<file path="config.mk">
export PLATFORM = sky130hd
export DESIGN_NAME = ibc_regs
export DESIGN_NICKNAME = d
export VERILOG_FILES = /design/src/ibc_pkg.sv /design/src/ibc_regs.sv /design/src/ibc_byte_mux.sv
export SDC_FILE = /design/constraint.sdc
export NUM_CORES = 1
export LEC_CHECK = 0
export BUFFER_PORTS_ARGS = -buffer_cell sky130_fd_sc_hd__buf_2
export CORE_ASPECT_RATIO = 1.25
export CORE_MARGIN = 4
export CORE_UTILIZATION = 49
export CTS_BUF_LIST = sky130_fd_sc_hd__clkbuf_4 sky130_fd_sc_hd__clkbuf_8
export DETAILED_ROUTE_END_ITERATION = 10
export GPL_ROUTABILITY_DRIVEN = 0
export PLACE_DENSITY = 0.75
export SETUP_SLACK_MARGIN = 0.5
export SLEW_MARGIN = 20
export SYNTH_ARGS = -nofsm -noshare
export SYNTH_HDL_FRONTEND = slang
export SYNTH_SLANG_ARGS = --single-unit
</file>
<file path="constraint.sdc">
create_clock -name CLOCK -period 2.31 [get_ports CLOCK]
set_input_delay 0.3465 -clock CLOCK [delete_from_list [all_inputs] [get_ports CLOCK]]
set_output_delay 0.3465 -clock CLOCK [all_outputs]
set_load 0.01 [all_outputs]
</file>
<file path="src/ibc_pkg.sv">
/*
 * Shared constants and carrier types for the identity and read-length
 * register bank.
 * Assumes a single 50 MHz clock shared with the serial management front end.
 */
package ibc_pkg;
	// register indexes
	localparam logic [7:0] IDX_RSVD = 8'h04;
	localparam logic [7:0] IDX_REV = 8'h05;
	localparam logic [7:0] IDX_CLASS = 8'h06;
	localparam logic [7:0] IDX_LEN = 8'h07;
	// values
	localparam logic [7:0] RSVD_VALUE = 8'hff;
	localparam logic [7:0] UNMAPPED_VALUE = 8'h00;
	localparam logic [4:0] LEN_RESET = 5'h08;
	localparam logic [2:0] LEN_PAD = 3'h0;
	// field positions of the read-length register
	localparam int LEN_HI = 4;
	localparam int LEN_LO = 0;
	// identity fields: values are arbitrary
	localparam logic [3:0] SILICON_REV = 4'h3;
	localparam logic [3:0] MAKER_CODE = 4'h5;
	localparam logic [1:0] PART_CLASS = 2'h2;
	localparam logic [5:0] PART_IDENTITY = 6'h2a;

	typedef struct packed {
		logic stb;
		logic [7:0] index;
		logic [7:0] data;
	} ibc_wr_t;

	typedef struct packed {
		logic valid;
		logic last;
		logic [7:0] data;
	} ibc_blk_t;

	typedef enum logic [1:0] {
		BLK_IDLE,
		BLK_COUNT,
		BLK_DATA
	} ibc_blk_state_t;
endpackage

</file>
<file path="src/ibc_regs.sv">
/*
 * Identity bytes and the block-read length register, with the byte
 * sequencer that feeds a block read.
 * Assumes a serial management front end on the same clock that decodes
 * the two-wire protocol and hands over byte-wide requests.
 */
// Overview of operation
// - reading byte 4 returns all ones
// - byte 5 is read-only: revision in upper nibble, maker code lower
// - byte 6 is read-only: class in bits 7:6, identity in bits 5:0
// - host writes byte 7 bits 4:0; that count sets block read length
// - after reset the read length is eight
// - block read sends the count first, then bytes ascending from start index
module ibc_regs (
	input wire logic CLOCK,
	input wire logic RST_B,
	input wire ibc_pkg::ibc_wr_t WRITE_REQ,
	input wire logic RD_STB,
	input wire logic [7:0] RD_INDEX,
	output logic [7:0] RD_DATA,
	output logic RD_VALID,
	input wire logic BLK_START,
	input wire logic [7:0] BLK_INDEX,
	input wire logic BLK_NEXT,
	input wire logic BLK_STOP,
	output ibc_pkg::ibc_blk_t BLK
);
	logic [4:0] read_length;
	logic [4:0] next_read_length;
	logic [7:0] rd_mux;
	logic [7:0] blk_mux;
	logic [7:0] next_rd_data;
	logic next_rd_valid;
	ibc_pkg::ibc_blk_state_t state;
	ibc_pkg::ibc_blk_state_t next_state;
	logic [7:0] ptr;
	logic [7:0] next_ptr;
	logic [4:0] left;
	logic [4:0] next_left;
	ibc_pkg::ibc_blk_t next_blk;

	ibc_byte_mux u_rd_mux (
		.index(RD_INDEX),
		.read_length(read_length),
		.data(rd_mux)
	);

	ibc_byte_mux u_blk_mux (
		.index(ptr),
		.read_length(read_length),
		.data(blk_mux)
	);

	// read-length register
	always_comb begin
		next_read_length = read_length;
		if (WRITE_REQ.stb && WRITE_REQ.index == ibc_pkg::IDX_LEN) begin
			// upper bits dropped here
			next_read_length = WRITE_REQ.data[ibc_pkg::LEN_HI:ibc_pkg::LEN_LO];
		end
	end

	always_ff @(posedge CLOCK) begin
		if (!RST_B) begin
			read_length <= ibc_pkg::LEN_RESET;
		end else begin
			read_length <= next_read_length;
		end
	end

	// single-byte read port
	always_comb begin
		next_rd_valid = RD_STB;
		next_rd_data = RD_DATA;
		if (RD_STB) begin
			next_rd_data = rd_mux;
		end
	end

	always_ff @(posedge CLOCK) begin
		if (!RST_B) begin
			RD_DATA <= 8'h00;
			RD_VALID <= 1'b0;
		end else begin
			RD_DATA <= next_rd_data;
			RD_VALID <= next_rd_valid;
		end
	end

	// block read sequencer; count latched at start so a write mid-read
	// does not change the length of the read in flight
	always_comb begin
		next_state = state;
		next_ptr = ptr;
		next_left = left;
		next_blk = BLK;
		case (state)
		ibc_pkg::BLK_IDLE: begin
			if (BLK_START) begin
				next_ptr = BLK_INDEX;
				next_left = read_length;
				next_blk.valid = 1'b1;
				next_blk.last = (read_length == 5'h00);
				next_blk.data = {ibc_pkg::LEN_PAD, read_length};
				next_state = ibc_pkg::BLK_COUNT;
			end
		end
		ibc_pkg::BLK_COUNT, ibc_pkg::BLK_DATA: begin
			if (BLK_STOP || (BLK_NEXT && left == 5'h00)) begin
				next_blk = '0;
				next_state = ibc_pkg::BLK_IDLE;
			end else if (BLK_NEXT) begin
				next_blk.valid = 1'b1;
				next_blk.last = (left == 5'h01);
				next_blk.data = blk_mux;
				next_ptr = ptr + 8'h01;
				next_left = left - 5'h01;
				next_state = ibc_pkg::BLK_DATA;
			end
		end
		default: begin
			next_blk = '0;
			next_state = ibc_pkg::BLK_IDLE;
		end
		endcase
	end

	always_ff @(posedge CLOCK) begin
		if (!RST_B) begin
			state <= ibc_pkg::BLK_IDLE;
			ptr <= 8'h00;
			left <= 5'h00;
			BLK <= '0;
		end else begin
			state <= next_state;
			ptr <= next_ptr;
			left <= next_left;
			BLK <= next_blk;
		end
	end

	a_rsvd_reads_ones: assert property (
		@(posedge CLOCK) disable iff (!RST_B)
		RD_STB && RD_INDEX == ibc_pkg::IDX_RSVD |=> RD_VALID && RD_DATA == 8'hff)
		else $error("reserved byte did not read all ones");

	a_rev_byte_const: assert property (
		@(posedge CLOCK) disable iff (!RST_B)
		RD_STB && RD_INDEX == ibc_pkg::IDX_REV
		|=> RD_DATA == {ibc_pkg::SILICON_REV, ibc_pkg::MAKER_CODE})
		else $error("revision byte wrong");

	a_class_byte_const: assert property (
		@(posedge CLOCK) disable iff (!RST_B)
		RD_STB && RD_INDEX == ibc_pkg::IDX_CLASS
		|=> RD_DATA[7:6] == ibc_pkg::PART_CLASS
		&& RD_DATA[5:0] == ibc_pkg::PART_IDENTITY)
		else $error("class byte wrong");

	a_count_write_read: assert property (
		@(posedge CLOCK) disable iff (!RST_B)
		WRITE_REQ.stb && WRITE_REQ.index == ibc_pkg::IDX_LEN && !RD_STB
		##1 RD_STB && RD_INDEX == ibc_pkg::IDX_LEN && !WRITE_REQ.stb
		|=> RD_DATA[4:0] == $past(WRITE_REQ.data[4:0], 2))
		else $error("written read length not read back");

	a_count_after_reset: assert property (
		@(posedge CLOCK)
		!RST_B |=> read_length == 5'h08)
		else $error("read length not eight after reset");

	a_blk_count_first: assert property (
		@(posedge CLOCK) disable iff (!RST_B)
		state == ibc_pkg::BLK_IDLE && BLK_START
		|=> BLK.valid && BLK.data == {3'h0, $past(read_length)}
		&& state == ibc_pkg::BLK_COUNT)
		else $error("block read did not open with the count");

	a_blk_ascending: assert property (
		@(posedge CLOCK) disable iff (!RST_B)
		state != ibc_pkg::BLK_IDLE && BLK_NEXT && !BLK_STOP && left != 5'h00
		|=> ptr == $past(ptr) + 8'h01 && left == $past(left) - 5'h01
		&& state == ibc_pkg::BLK_DATA)
		else $error("block read did not advance one byte");

	a_rsvd_bits_zero: assert property (
		@(posedge CLOCK) disable iff (!RST_B)
		RD_STB && RD_INDEX == ibc_pkg::IDX_LEN |=> RD_DATA[7:5] == 3'h0)
		else $error("reserved length bits not zero");

	a_len_holds: assert property (
		@(posedge CLOCK) disable iff (!RST_B)
		!(WRITE_REQ.stb && WRITE_REQ.index == ibc_pkg::IDX_LEN)
		|=> read_length == $past(read_length))
		else $error("read length changed without a write");

	a_blk_zero_last: assert property (
		@(posedge CLOCK) disable iff (!RST_B)
		state == ibc_pkg::BLK_IDLE && BLK_START && read_length == 5'h00
		|=> BLK.valid && BLK.last)
		else $error("empty block read count not marked last");

	a_blk_last_marks: assert property (
		@(posedge CLOCK) disable iff (!RST_B)
		state != ibc_pkg::BLK_IDLE && BLK_NEXT && !BLK_STOP
		&& left == 5'h01 |=> BLK.valid && BLK.last)
		else $error("final block read byte not marked last");

	a_blk_ends_after_last: assert property (
		@(posedge CLOCK) disable iff (!RST_B)
		state != ibc_pkg::BLK_IDLE && BLK.last && BLK_NEXT
		|=> !BLK.valid && state == ibc_pkg::BLK_IDLE)
		else $error("block read ran past its count");

	a_blk_stop_clears: assert property (
		@(posedge CLOCK) disable iff (!RST_B)
		state != ibc_pkg::BLK_IDLE && BLK_STOP
		|=> !BLK.valid && !BLK.last && BLK.data == 8'h00
		&& state == ibc_pkg::BLK_IDLE)
		else $error("block read did not end on stop");

	a_blk_rsvd_byte: assert property (
		@(posedge CLOCK) disable iff (!RST_B)
		state != ibc_pkg::BLK_IDLE && BLK_NEXT && !BLK_STOP
		&& left != 5'h00 && ptr == ibc_pkg::IDX_RSVD
		|=> BLK.data == ibc_pkg::RSVD_VALUE)
		else $error("reserved byte wrong in block read");
endmodule

</file>
<file path="src/ibc_byte_mux.sv">
/*
 * Read decode of one register byte from its index.
 * Assumes the read-length value is supplied by the register bank.
 */
module ibc_byte_mux (
	input wire logic [7:0] index,
	input wire logic [4:0] read_length,
	output logic [7:0] data
);
	always_comb begin
		if (index == ibc_pkg::IDX_RSVD) begin
			data = ibc_pkg::RSVD_VALUE;
		end else if (index == ibc_pkg::IDX_REV) begin
			data = {ibc_pkg::SILICON_REV, ibc_pkg::MAKER_CODE};
		end else if (index == ibc_pkg::IDX_CLASS) begin
			data = {ibc_pkg::PART_CLASS, ibc_pkg::PART_IDENTITY};
		end else if (index == ibc_pkg::IDX_LEN) begin
			data = {ibc_pkg::LEN_PAD, read_length};
		end else begin
			data = ibc_pkg::UNMAPPED_VALUE;
		end
	end
endmodule

</file>
# Yosys cells after proc, flatten, opt, wreduce, memory -nomap -nowiden
# Cells that the tools add are included.
[word_totals]
reg_bits = 39
input_bits = 39
out_inout_bits = 19
wordCells = 61
[classes]
add_sub_neg = 2
eq_ne = 16
mux = 24
n_reduce_logical = 10
[op_table]
columns = ["cell", "count"]
rows = [
  ["$eq 8x3->1 const B", 9],
  ["$mux 8", 9],
  ["$mux 10", 3],
  ["$mux 5", 5],
  ["$pmux 10 s2", 1],
  ["$pmux 8 s2", 1],
  ["$logic_not 5->1", 2],
  ["$pmux 5 s2", 1],
  ["$add 8x1->8 const B", 1],
  ["$mux 2", 3],
  ["$ne 2x2->1 const B", 3],
  ["$eq 5x1->1 const B", 1],
  ["$sub 5x1->5 const B", 1],
  ["$pmux 2 s2", 1],
  ["$reduce_and 4->1", 1],
  ["$ne 3x3->1 const B", 1],
  ["$eq 2x1->1 const B", 1],
  ["$eq 2x2->1 const B", 1],
  ["$logic_and 1x1->1", 2],
  ["$logic_not 2->1", 1],
  ["$reduce_and 2->1", 1],
  ["$reduce_bool 2->1", 1],
  ["$reduce_or 2->1", 1],
  ["$logic_or 1x1->1", 1],
]

# Depth between registers and ports, before layout
# Gate-level depths: netlist of the first run.
[depth]
word_depth = 8
depth_mapped = 8
ltp_nobuf = 6

# Hierarchy
# Synthesis of the first run repeated with hierarchy kept, for this count alone.
[unflattened]
hier_cells = 244
area_unflattened_um2 = 2188.3
[modules_own_cells]
columns = ["module", "instances", "cells_per_inst", "area_each_um2", "seq_area_each_um2"]
rows = [
  ["ibc_regs", 1, 208, 1885.6, 780.7],
  ["ibc_byte_mux", 2, 18, 151.4, 0.0],
]

# Least setup slack after synthesis of the first run
# No wires, ideal clock.
[synth_path]
path_kind = "register -> register"
start = "register state[0]"
end = "register BLK[9] (netlist name)"
setup_time_ns = 0.128
t_arrival_ns = 1.700
t_required_ns = 2.182
slack_ns = 0.482
path_stages_with_launch = 9
n_path_buf = 2
synth_period_minus_slack_ns = 1.828
path_cell_list = "dfxtp_1 inv_1 ha_1 buf_2 nor3b_1 or2_2 buf_4 a211oi_1 nor2_1"
[synth_between]
elab_chain_cells = 4
word_cells_on_any_way = 8
classes_between = "eq/ne: 4; mux: 1; reduce/logical: 3"
[synth_rtl]
columns = ["element", "line_no", "source"]
rows = [
  ["start: declaration", "ibc_regs.sv:34", "ibc_pkg::ibc_blk_state_t state;"],
  ["start signal: assignment", "ibc_regs.sv:130", "state <= ibc_pkg::BLK_IDLE;"],
  ["start signal: assignment", "ibc_regs.sv:135", "state <= next_state;"],
  ["$eq 2x1->1 or $eq 2x2->1 (tied branches)", "ibc_regs.sv:97", "case (state)"],
  ["$reduce_or 2->1", "ibc_regs.sv:97", ""],
  ["$ne 3x3->1 (no line)", "n/a", ""],
  ["$reduce_and 2->1 (no line)", "n/a", ""],
  ["end signal: assignment", "ibc_regs.sv:138", "BLK <= next_blk;"],
  ["end: declaration", "ibc_regs.sv:26", "output ibc_pkg::ibc_blk_t BLK"],
]
# Parallel ways exist; a longest one is shown, timed or not.
# A chain may end at the register's enable or synchronous reset.

# Worst setup path after layout of the first run
[layout_path]
start = "register left[1]"
end = "register ptr[3]"
[layout_between]
elab_chain_cells = 5
[layout_rtl]
columns = ["element", "line_no", "source"]
rows = [
  ["start: declaration", "ibc_regs.sv:38", "logic [4:0] left;"],
  ["start signal: assignment", "ibc_regs.sv:137", "left <= next_left;"],
  ["$logic_not 5->1", "ibc_regs.sv:109", "if (BLK_STOP || (BLK_NEXT && left == 5'h00)) begin"],
  ["$logic_and 1x1->1", "ibc_regs.sv:109", ""],
  ["$logic_or 1x1->1", "ibc_regs.sv:109", ""],
  ["$ne 2x2->1 (no line)", "n/a", ""],
  ["$reduce_and 4->1 (no line)", "n/a", ""],
  ["end signal: assignment", "ibc_regs.sv:136", "ptr <= next_ptr;"],
  ["end: declaration", "ibc_regs.sv:36", "logic [7:0] ptr;"],
]
# Every way passes these cells.

==> out/results.md, run 1 <==
## Yosys
• dominant cell by count in the synthesized netlist: sky130_fd_sc_hd__dfxtp_1
• synthesized netlist net count: 301
• share of async-settable or async-resettable flops after synthesis: 0
• Yosys Warn Count: 0
• number of enable flip-flop cells after synthesis: 0
• post-synth top area cell: sky130_fd_sc_hd__dfxtp_1
• register bit total from synthesis: 39
• fraction of the mapped netlist area in adder cells: 0.0508
• netlist area before placement: 2220 um^2
• average instance area after synthesis: 8.77 um^2
• number of distinct library cell variants in the gate-level netlist after synthesis: 57
• Commonest cells post-synth: sky130_fd_sc_hd__dfxtp_1 (39), sky130_fd_sc_hd__nand2_1 (27), sky130_fd_sc_hd__a21oi_1 (24)
• largest family of logic cells by synthesized area: compound AO/OA/AOI/OAI gates
• synthesized netlist cell count: 253
• share of the synthesized area in the top cell type: 0.352
• area fraction in compound gates after synthesis: 0.272
• share of cell area taken by muxes after synthesis: 0.0361
• xor/xnor share of the synthesized area: 0
• most area-consuming cells after synthesis: sky130_fd_sc_hd__dfxtp_1 (35%), sky130_fd_sc_hd__a21oi_1 (5.4%), sky130_fd_sc_hd__ha_1 (5.1%)
• sequential-to-total area share from yosys stat: 0.352
• Post-Synth Simple-Gate Area: 0.243
• top_reg_cell synth: sky130_fd_sc_hd__dfxtp_1

## Route
• total length of routed wires: 6.35 mm
• number of remaining DRC errors: 0
• Routed Antenna Nets: 0
• average vias per placed instance: 6.09
• Routed WL per cell: 17.1 um
• first-pass iteration count of the detailed router: 4
• total via count after detailed routing: 2259
• starting DRC count in detailed routing: 117

## Layout
• fraction of layout instances using a drive strength above 1: 0.345
• Inserted Diodes: 0
• number of nets in the layout: 360
• Syn-to-layout area delta: 26.7%
• final-layout fill cell count: 394

## Floorplanning
• standard cell core area: 4390 um^2
• Top Ports: 58
• Starting Density: 0.505
• width of the die: 68.2 um
• std cell rows: 27
• DIE AREA: 5670 um^2
• height of the die: 83.2 um

## Critical path
• endpoint type of the worst setup path: flip-flop
• register-to-register setup slack: 0.49 ns
• critical path data required time: 2.50 ns
• endpoint arrival time on the critical path: 2.01 ns
• CP max FO: 4
• nature of the critical path startpoint: flip-flop
• critical path class: reg -> reg

## Clocking
• sink count of the clock tree: 39
• Bufs on Longest Clock Path: 2
• number of H-tree levels: 2
• number of buffers created by CTS: 5
• latest clock arrival within the worst-skew pair: 0.29 ns
• clock-pin slew on the worst setup and hold paths: 0.08 ns
• clock root buffer: sky130_fd_sc_hd__clkbuf_8
• clock tree from TritonCTS: yes

## Worst hold path
• worst min path class: in -> reg

## STA
• worst hold slack: 0.274 ns
• final setup skew: 0.00823 ns
• shortest period the worst path allows: 1.82 ns
• period utilization: 0.787
• relative slew slack: 0.639
• RSZ-0062 raised after global routing: true
• hold violation total from the final report: 0
• worst-margin pin slew: 0.541 ns
• number of max-slew violations in the final report: 0
• final-report setup violation count: 0
• upper clock frequency limit: 0.550 GHz
• total negative slack: 0 ns

## Global routing
• number of antenna violations at the first check in global routing: 0
• first-pass GRT wire length: 10.4 mm
• maximum number of pins on one net before global-route repair: 29
• global-route usage over all layers: 0.234
• via count of the first global-routing pass: 2258
• residual overflow from global routing: 0

## Placement
• port buffer count: 54
• final HPWL from detailed placement: 4.16 mm

## Power and ir drop
• cell internal pwr: 1.40 mW
• portion of total power attributed to combinational logic: 0.280
• power per cell area: 722 nW/um^2
• switching component of the power: 0.626 mW
• switching power share of the total: 0.308
• peak ir drop on the vdd network: 0.459 mV
• proportion of power drawn by the clock network: 0.340
• leak pwr: 1.17 nW
• sequential fraction of design power: 0.380

## Flow run
• count of maximum capacitance violations: 0

## Run status
• status: completed

final timing paths:
| path | from | end | cells past startpoint |
|---|---|---|---|
| worst min register to register | BLK[5] | BLK[5] | 2 |
| worst max-delay path | left[1] | ptr[3] | 6 |
| worst min-delay path | WRITE_REQ[3] | read_length[3] | 3 |
| worst max register to register | left[1] | ptr[3] | 6 |
routing by layer:
metal,track usage,vias to the layer above,share of wire
li1,-,1070,-
met2,0.416,94,0.52
met1,0.266,1078,0.38
met5,0,-,0
met4,0.0832,0,0.028
met3,0.0460,17,0.072
critical path, cell delays in order, from the launching register on:
cell and delay [ns]:
sky130_fd_sc_hd__dfxtp_2 0.35, sky130_fd_sc_hd__inv_2 0.09, sky130_fd_sc_hd__ha_4 0.14, sky130_fd_sc_hd__or4b_4 0.50, sky130_fd_sc_hd__a22oi_4 0.24, sky130_fd_sc_hd__nor2_2 0.13
sky130_fd_sc_hd__a31o_2 0.26
sequential cells by signal, summed over array words and instances (netlist names):
| name | cells |
|---|---|
| left | 5 |
| read_length | 5 |
| RD_VALID | 1 |
| RD_DATA | 8 |
| ptr | 8 |
| BLK | 10 |
| state | 2 |
per-stage QoR:
| step | power, mW | util | cell area, um^2 | setup slack [ns] | cells |
|---|---|---|---|---|---|
| final | 2.03 | 0.640 | 2810 | 0.493 | 371 |
| after global routing | 2.13 | 0.640 | 2810 | 0.433 | 371 |
| after CTS | 1.99 | 0.622 | 2730 | 0.485 | 368 |
| after detailed placement | 1.26 | 0.574 | 2520 | 0.273 | 356 |
| after global placement | 1.25 | 0.574 | 2520 | 0.317 | 356 |
| after floorplan | 1.14 | - | 2220 | 0.486 | 253 |
power groups by stage:
stage | registers, mW | clock network (mW) | logic, mW
after detailed placement | 0.776 | 0 | 0.479
after global placement | 0.774 | 0 | 0.474
after global routing | 0.778 | 0.728 | 0.622
after floorplan | 0.766 | 0 | 0.370
after CTS | 0.763 | 0.696 | 0.527
final | 0.772 | 0.690 | 0.569
cell usage in the layout (no fill, tap or decap), drive strengths merged, types with 6 or more instances in the layout:
cell,count
buf,63
dfxtp,39
nand2,27
a21oi,24
nand3,15
nor2,14
o21ai,9
ha,9
inv,9
mux2i,8
nand2b,8
a22oi,6
clkbuf,6
final cells by class:
class	count	area [um^2]	share of cell area
Tap cell	58	72.6	0.0258
Inverter	9	38.8	0.0138
Clock inverter	2	60.1	0.0214
Clock buffer	6	76.3	0.0271
Sequential cell	39	788	0.280
Timing Repair Buffer	63	342	0.121
Multi-Input combinational cell	194	1430	0.510
cell families after synthesis:
logic type / after synthesis
buf+inv: 22
simple gates: 93
fa+ha+maj: 9
compound gates: 82
flops: 39
mux: 8
timing repair:
item,in CTS,in global routing
hold buffers,0,0
gates resized for setup,9,16
cloned,1,1
setup buffers,3,2
setup endpoints to repair,23,23
pin swaps,5,8
Note: power is estimated with default switching activity, not from simulation.
==> run 2, diff against run 1 <==
--- a/config.mk
+++ b/config.mk
@@ -12,7 +12,7 @@
 export CTS_BUF_LIST = sky130_fd_sc_hd__clkbuf_4 sky130_fd_sc_hd__clkbuf_8
 export DETAILED_ROUTE_END_ITERATION = 10
 export GPL_ROUTABILITY_DRIVEN = 0
-export PLACE_DENSITY = 0.75
+export PLACE_DENSITY = 0.78
 export SETUP_SLACK_MARGIN = 0.5
 export SLEW_MARGIN = 20
 export SYNTH_ARGS = -nofsm -noshare
==> constraint.sdc (replaced) <==
create_clock -name CLOCK -period 1.45 [get_ports CLOCK]
set_input_delay 0.2175 -clock CLOCK [delete_from_list [all_inputs] [get_ports CLOCK]]
set_output_delay 0.2175 -clock CLOCK [all_outputs]
set_load 0.01 [all_outputs]
==> out/results.md, run 2 (synthesis gave the netlist of run 1 again) <==
## Layout
• Inserted Diodes: 0, unchanged
• most common cell after layout, fill and taps aside: sky130_fd_sc_hd__buf_4
• fraction of layout instances using a drive strength above 1: 0.587, +0.242
• Layout Cells excl Fill: 416, +12%
• Syn-to-layout area delta: 59.8%
• flip-flop count of the largest register, all copies and words added: 10, unchanged
• biggest registers after layout: BLK (10), RD_DATA (8), ptr (8)
• most used cells in the layout excluding fill and tap cells: sky130_fd_sc_hd__buf_4 (44), sky130_fd_sc_hd__buf_2 (33), sky130_fd_sc_hd__buf_6 (27), sky130_fd_sc_hd__nand2_1 (26), sky130_fd_sc_hd__dfxtp_2 (23)
• number of nets in the layout: 405, +13%
• register ranked first by flip-flop count: BLK

## Route
• number of remaining DRC errors: 0, unchanged
• first-pass iteration count of the detailed router: 5, +1
• Routed Antenna Nets: 0, unchanged
• total via count after detailed routing: 2918, +29%
• Routed WL per cell: 25.4 um, +48%
• average vias per placed instance: 7.01, +15%
• total length of routed wires: 10.6 mm, +66%
• starting DRC count in detailed routing: 413, +250%

## Clocking
• clock-pin slew on the worst setup and hold paths: 0.10 ns, +0.02 ns
• clock tree from TritonCTS: yes
• number of H-tree levels: 2, unchanged
• Bufs on Longest Clock Path: 2, unchanged
• sink count of the clock tree: 39, unchanged
• latest clock arrival within the worst-skew pair: 0.31 ns, +0.02 ns
• clock root buffer: sky130_fd_sc_hd__clkbuf_8
• number of buffers created by CTS: 5, unchanged

## Critical path
• critical path data required time: 1.62 ns, -0.88 ns
• CP max FO: 9, +5
• endpoint arrival time on the critical path: 2.10 ns, +0.09 ns
• nature of the critical path startpoint: flip-flop
• endpoint type of the worst setup path: flip-flop
• critical path class: reg -> reg

## STA
• final-report setup violation count: 26, +26
• setup ws final: -0.483 ns, -0.976 ns
• number of max-slew violations in the final report: 0, unchanged
• period utilization: 1.33, +0.546
• shortest period the worst path allows: 1.93 ns, +0.116 ns
• hold violation total from the final report: 0, unchanged
• relative slew slack: 0.636, -0.00329
• upper clock frequency limit: 0.517 GHz, -6.0%
• final setup skew: 0.0168 ns, +0.00859 ns
• worst-margin pin slew: 0.539 ns, -0.00187 ns
• RSZ-0062 raised after global routing: true

## Floorplanning
• Starting Density: 0.505, unchanged
• DIE AREA: 5670 um^2, unchanged
• standard cell core area: 4390 um^2, unchanged
• Top Ports: 58, unchanged
• std cell rows: 27, unchanged
• height of the die: 83.2 um, unchanged
• width of the die: 68.2 um, unchanged

## Placement
• port buffer count: 54, unchanged
• Placed Instances: 393, +10%
• pre-CTS setup slack: -0.245 ns, -0.518 ns
• final HPWL from detailed placement: 4.73 mm, +14%

## Worst hold path
• worst min path class: in -> reg

## Run status
• status: finished with violations
• violations in the final reports: setup timing

## Flow run
• count of maximum capacitance violations: 0, unchanged

## Global routing
• global-route usage over all layers: 0.322, +0.0875
• residual overflow from global routing: 0, unchanged
• maximum number of pins on one net before global-route repair: 20, -31%
• via count of the first global-routing pass: 2745, +22%
• number of antenna violations at the first check in global routing: 0, unchanged
• first-pass GRT wire length: 13.8 mm, +33%

## Power and ir drop
• peak ir drop on the vdd network: 0.642 mV, +40%
• leak pwr: 1.45 nW, +25%
• power per cell area: 1010 nW/um^2, +40%

run 2: cell types whose count changed in the layout (fill, tap and decap cells not counted), moves of 4 or more:
| cell | delta |
|---|---|
| sky130_fd_sc_hd__buf_12 | +4 |
| sky130_fd_sc_hd__a22oi_1 | -4 |
| sky130_fd_sc_hd__a22oi_2 | +4 |
| sky130_fd_sc_hd__buf_2 | -21 |
| sky130_fd_sc_hd__dfxtp_2 | +20 |
| sky130_fd_sc_hd__dfxtp_1 | -19 |
| sky130_fd_sc_hd__buf_6 | +26 |
| sky130_fd_sc_hd__nand3_2 | +6 |
| sky130_fd_sc_hd__a21oi_2 | +14 |
| sky130_fd_sc_hd__nand3_1 | -7 |
| sky130_fd_sc_hd__buf_4 | +36 |
| sky130_fd_sc_hd__a21oi_1 | -14 |
run 2: final timing paths:
path	slack, ns	end	start	cells after the start
max	-0.48	ptr[0]	left[1]	6
min	0.18	read_length[2]	WRITE_REQ[2]	3
max reg2reg	-0.48	ptr[0]	left[1]	6
min reg2reg	0.50	BLK[6]	BLK[6]	2
run 2: worst max-delay path, cell delays in order, from the launching register on:
cell	delay, ns
sky130_fd_sc_hd__dfxtp_2	0.35
sky130_fd_sc_hd__inv_2	0.08
sky130_fd_sc_hd__ha_4	0.14
sky130_fd_sc_hd__or4b_4	0.51
sky130_fd_sc_hd__a22oi_4	0.21
sky130_fd_sc_hd__nor2_4	0.11
sky130_fd_sc_hd__a221oi_2	0.39
run 2: power by group:
part | switching, mW | total (mW) | internal (mW)
Combinational | 0.755 | 1.39 | 0.634
Sequential | 0.0751 | 1.22 | 1.14
Clock | 0.463 | 0.977 | 0.514
run 2: what timing repair did:
action	CTS	global route
endpoints found under the setup margin	57	57
setup buffers	8	5
cloned	2	0
pin swaps	21	13
hold buffers	0	0
resized for setup	54	34
run 2: layer usage:
layer | global-route usage | part of all wire | vias to the layer above
met4 | 0.184 | 0.087 | 0
met1 | 0.354 | 0.34 | 1373
met2 | 0.549 | 0.46 | 285
met5 | 0 | 0 | -
met3 | 0.0636 | 0.11 | 99
li1 | - | - | 1161
run 2: area by class of cell:
cell class                      count  area [um^2]
Clock buffer                        5         68.8
Clock inverter                      3         43.8
Fill cell                         219          847
Inverter                            9         33.8
Multi-Input combinational cell    194         1640
Sequential cell                    39          810
Tap cell                           58         72.6
Timing Repair Buffer              108          880
run 2: per-stage QoR:
step	TNS, ns	utilization	instance area (um^2)	hold slack, ns	total power, mW
final	-6.77	0.807	3540	0.181	3.58
after global routing	-7.80	0.807	3540	0.199	3.67
after CTS	-4.32	0.763	3350	0.139	3.32
after detailed placement	-6.39	0.670	2940	0.440	2.30
after global placement	-5.39	0.670	2940	0.434	2.27
after floorplan	-4.88	-	2330	0.346	1.88
==> run 3, diff against run 2 <==
--- a/config.mk
+++ b/config.mk
@@ -14,6 +14,7 @@
 export GPL_ROUTABILITY_DRIVEN = 0
 export PLACE_DENSITY = 0.78
 export SETUP_SLACK_MARGIN = 0.5
+export SKIP_CTS_REPAIR_TIMING = 1
 export SLEW_MARGIN = 20
 export SYNTH_ARGS = -nofsm -noshare
 export SYNTH_HDL_FRONTEND = slang
==> out/results.md, run 3 (synthesis gave the netlist of run 1 again) <==
## Run status
• status: finished with violations
• violations in the final reports: setup timing

## Clocking
• sink count of the clock tree: 39, unchanged
• clock-pin slew on the worst setup and hold paths: 0.09 ns, about the same
• number of buffers created by CTS: 5, unchanged
• Bufs on Longest Clock Path: 2, unchanged
• latest clock arrival within the worst-skew pair: 0.30 ns, about the same
• number of H-tree levels: 2, unchanged
• clock root buffer: sky130_fd_sc_hd__clkbuf_8
• clock tree from TritonCTS: yes

## Placement
• pre-CTS setup slack: -0.245 ns, unchanged
• final HPWL from detailed placement: 4.73 mm, unchanged
• total placed instance area: 2940 um^2, unchanged
• port buffer count: 54, unchanged

## Power and ir drop
• leak pwr: 1.37 nW, -5.5%
• peak ir drop on the vdd network: 0.697 mV, +8.6%
• power per cell area: 1010 nW/um^2, about the same

## Global routing
• residual overflow from global routing: 0, unchanged
• maximum number of pins on one net before global-route repair: 20, unchanged
• number of antenna violations at the first check in global routing: 0, unchanged
• first-pass GRT wire length: 10.8 mm, -22%
• via count of the first global-routing pass: 2431, -11%
• global-route usage over all layers: 0.246, -0.0761

## Layout
• flip-flop count of the largest register, all copies and words added: 10, unchanged
• most common cell after layout, fill and taps aside: sky130_fd_sc_hd__buf_4
• final instance area: 3310 um^2, -6.5%
• Inserted Diodes: 0, unchanged
• Syn-to-layout area delta: 49.4%
• fraction of layout instances using a drive strength above 1: 0.507, -0.0794
• register ranked first by flip-flop count: BLK
• number of nets in the layout: 396, -2.2%
• final core utilization: 0.754, -0.0527
• biggest registers after layout: BLK (10), RD_DATA (8), ptr (8)
• most used cells in the layout excluding fill and tap cells: sky130_fd_sc_hd__buf_4 (40), sky130_fd_sc_hd__buf_2 (36), sky130_fd_sc_hd__nand2_1 (27), sky130_fd_sc_hd__dfxtp_2 (20), sky130_fd_sc_hd__buf_6 (20)

## Route
• Routed WL per cell: 19.6 um, -23%
• total length of routed wires: 7.97 mm, -24%
• starting DRC count in detailed routing: 206, -50%
• first-pass iteration count of the detailed router: 5, unchanged
• total via count after detailed routing: 2556, -12%
• Routed Antenna Nets: 0, unchanged
• average vias per placed instance: 6.28, -10%
• number of remaining DRC errors: 0, unchanged

## Flow run
• count of maximum capacitance violations: 0, unchanged

## Floorplanning
• width of the die: 68.2 um, unchanged
• Top Ports: 58, unchanged
• std cell rows: 27, unchanged
• DIE AREA: 5670 um^2, unchanged
• standard cell core area: 4390 um^2, unchanged
• Starting Density: 0.505, unchanged
• height of the die: 83.2 um, unchanged

## STA
• total negative slack: -5.29 ns, +1.48 ns
• relative slew slack: 0.682, +0.0461
• hold violation total from the final report: 0, unchanged
• upper clock frequency limit: 0.574 GHz, +11%
• number of max-slew violations in the final report: 0, unchanged
• final-report setup violation count: 25, -3.8%
• final setup skew: 0.00994 ns, -0.00687 ns
• setup ws final: -0.291 ns, +0.192 ns
• worst-margin pin slew: 0.470 ns, -0.0682 ns
• period utilization: 1.20, -0.132
• RSZ-0062 raised after global routing: true
• shortest period the worst path allows: 1.74 ns, -0.192 ns

## Critical path
• critical path class: reg -> reg
• endpoint type of the worst setup path: flip-flop
• endpoint arrival time on the critical path: 1.97 ns, -0.13 ns
• nature of the critical path startpoint: flip-flop
• CP max FO: 5, -4
• critical path data required time: 1.68 ns, +0.06 ns

## Worst hold path
• worst min path class: in -> reg

## run 3: changes by cell type in the layout (fill, tap and decap cells not counted), sizes merged
| cell | previous run | this run |
|---|---|---|
| buf | 108 | 99 |
## run 3: power by group
group / internal, mW / switching (mW) / total [mW]
Sequential: 1.14 / 0.0593 / 1.20
Combinational: 0.575 / 0.625 / 1.20
Clock: 0.513 / 0.436 / 0.949
Total: 2.23 / 1.12 / 3.35
## run 3: through the flow
stage	hold WS (ns)	power, mW	std cells
2_1_floorplan	0.346	1.88	253
3_3_place_gp	0.434	2.27	393
3_5_place_dp	0.440	2.30	393
4_1_cts	0.139	3.23	401
5_1_grt	0.150	3.51	407
6_report	0.154	3.35	407
## run 3: metal layers
layer,track usage,part of all wire,routed length [um],up-vias
li1,-,-,-,1150
met4,0.0796,0.044,347,0
met3,0.0568,0.080,638,38
met2,0.438,0.52,4160,153
met1,0.276,0.35,2830,1215
met5,0,0,0,-
## run 3: final cells by class
cell class | count | area [um^2]
Timing Repair Buffer | 99 | 766
Tap cell | 58 | 72.6
Multi-Input combinational cell | 194 | 1520
Inverter | 9 | 33.8
Clock buffer | 5 | 68.8
Sequential cell | 39 | 806
Fill cell | 281 | 1080
Clock inverter | 3 | 43.8
## run 3: worst max-delay path, cell delays in order (launching register included)
cell and delay (ns):
sky130_fd_sc_hd__dfxtp_2 0.35, sky130_fd_sc_hd__inv_2 0.05, sky130_fd_sc_hd__ha_4 0.15, sky130_fd_sc_hd__nor4b_2 0.15
sky130_fd_sc_hd__buf_4 0.14, sky130_fd_sc_hd__a2111oi_4 0.35, sky130_fd_sc_hd__buf_4 0.20, sky130_fd_sc_hd__nand3_1 0.09
sky130_fd_sc_hd__a21oi_2 0.18
## run 3: path summary, 6_finish.rpt
check	endpoint	slack (ns)	cells past startpoint	start
worst max-delay path	BLK[2]	-0.29	8	left[1]
worst min-delay path	read_length[1]	0.15	3	WRITE_REQ[1]
worst max register to register	BLK[2]	-0.29	8	left[1]
worst min register to register	RD_DATA[6]	0.49	2	RD_DATA[6]
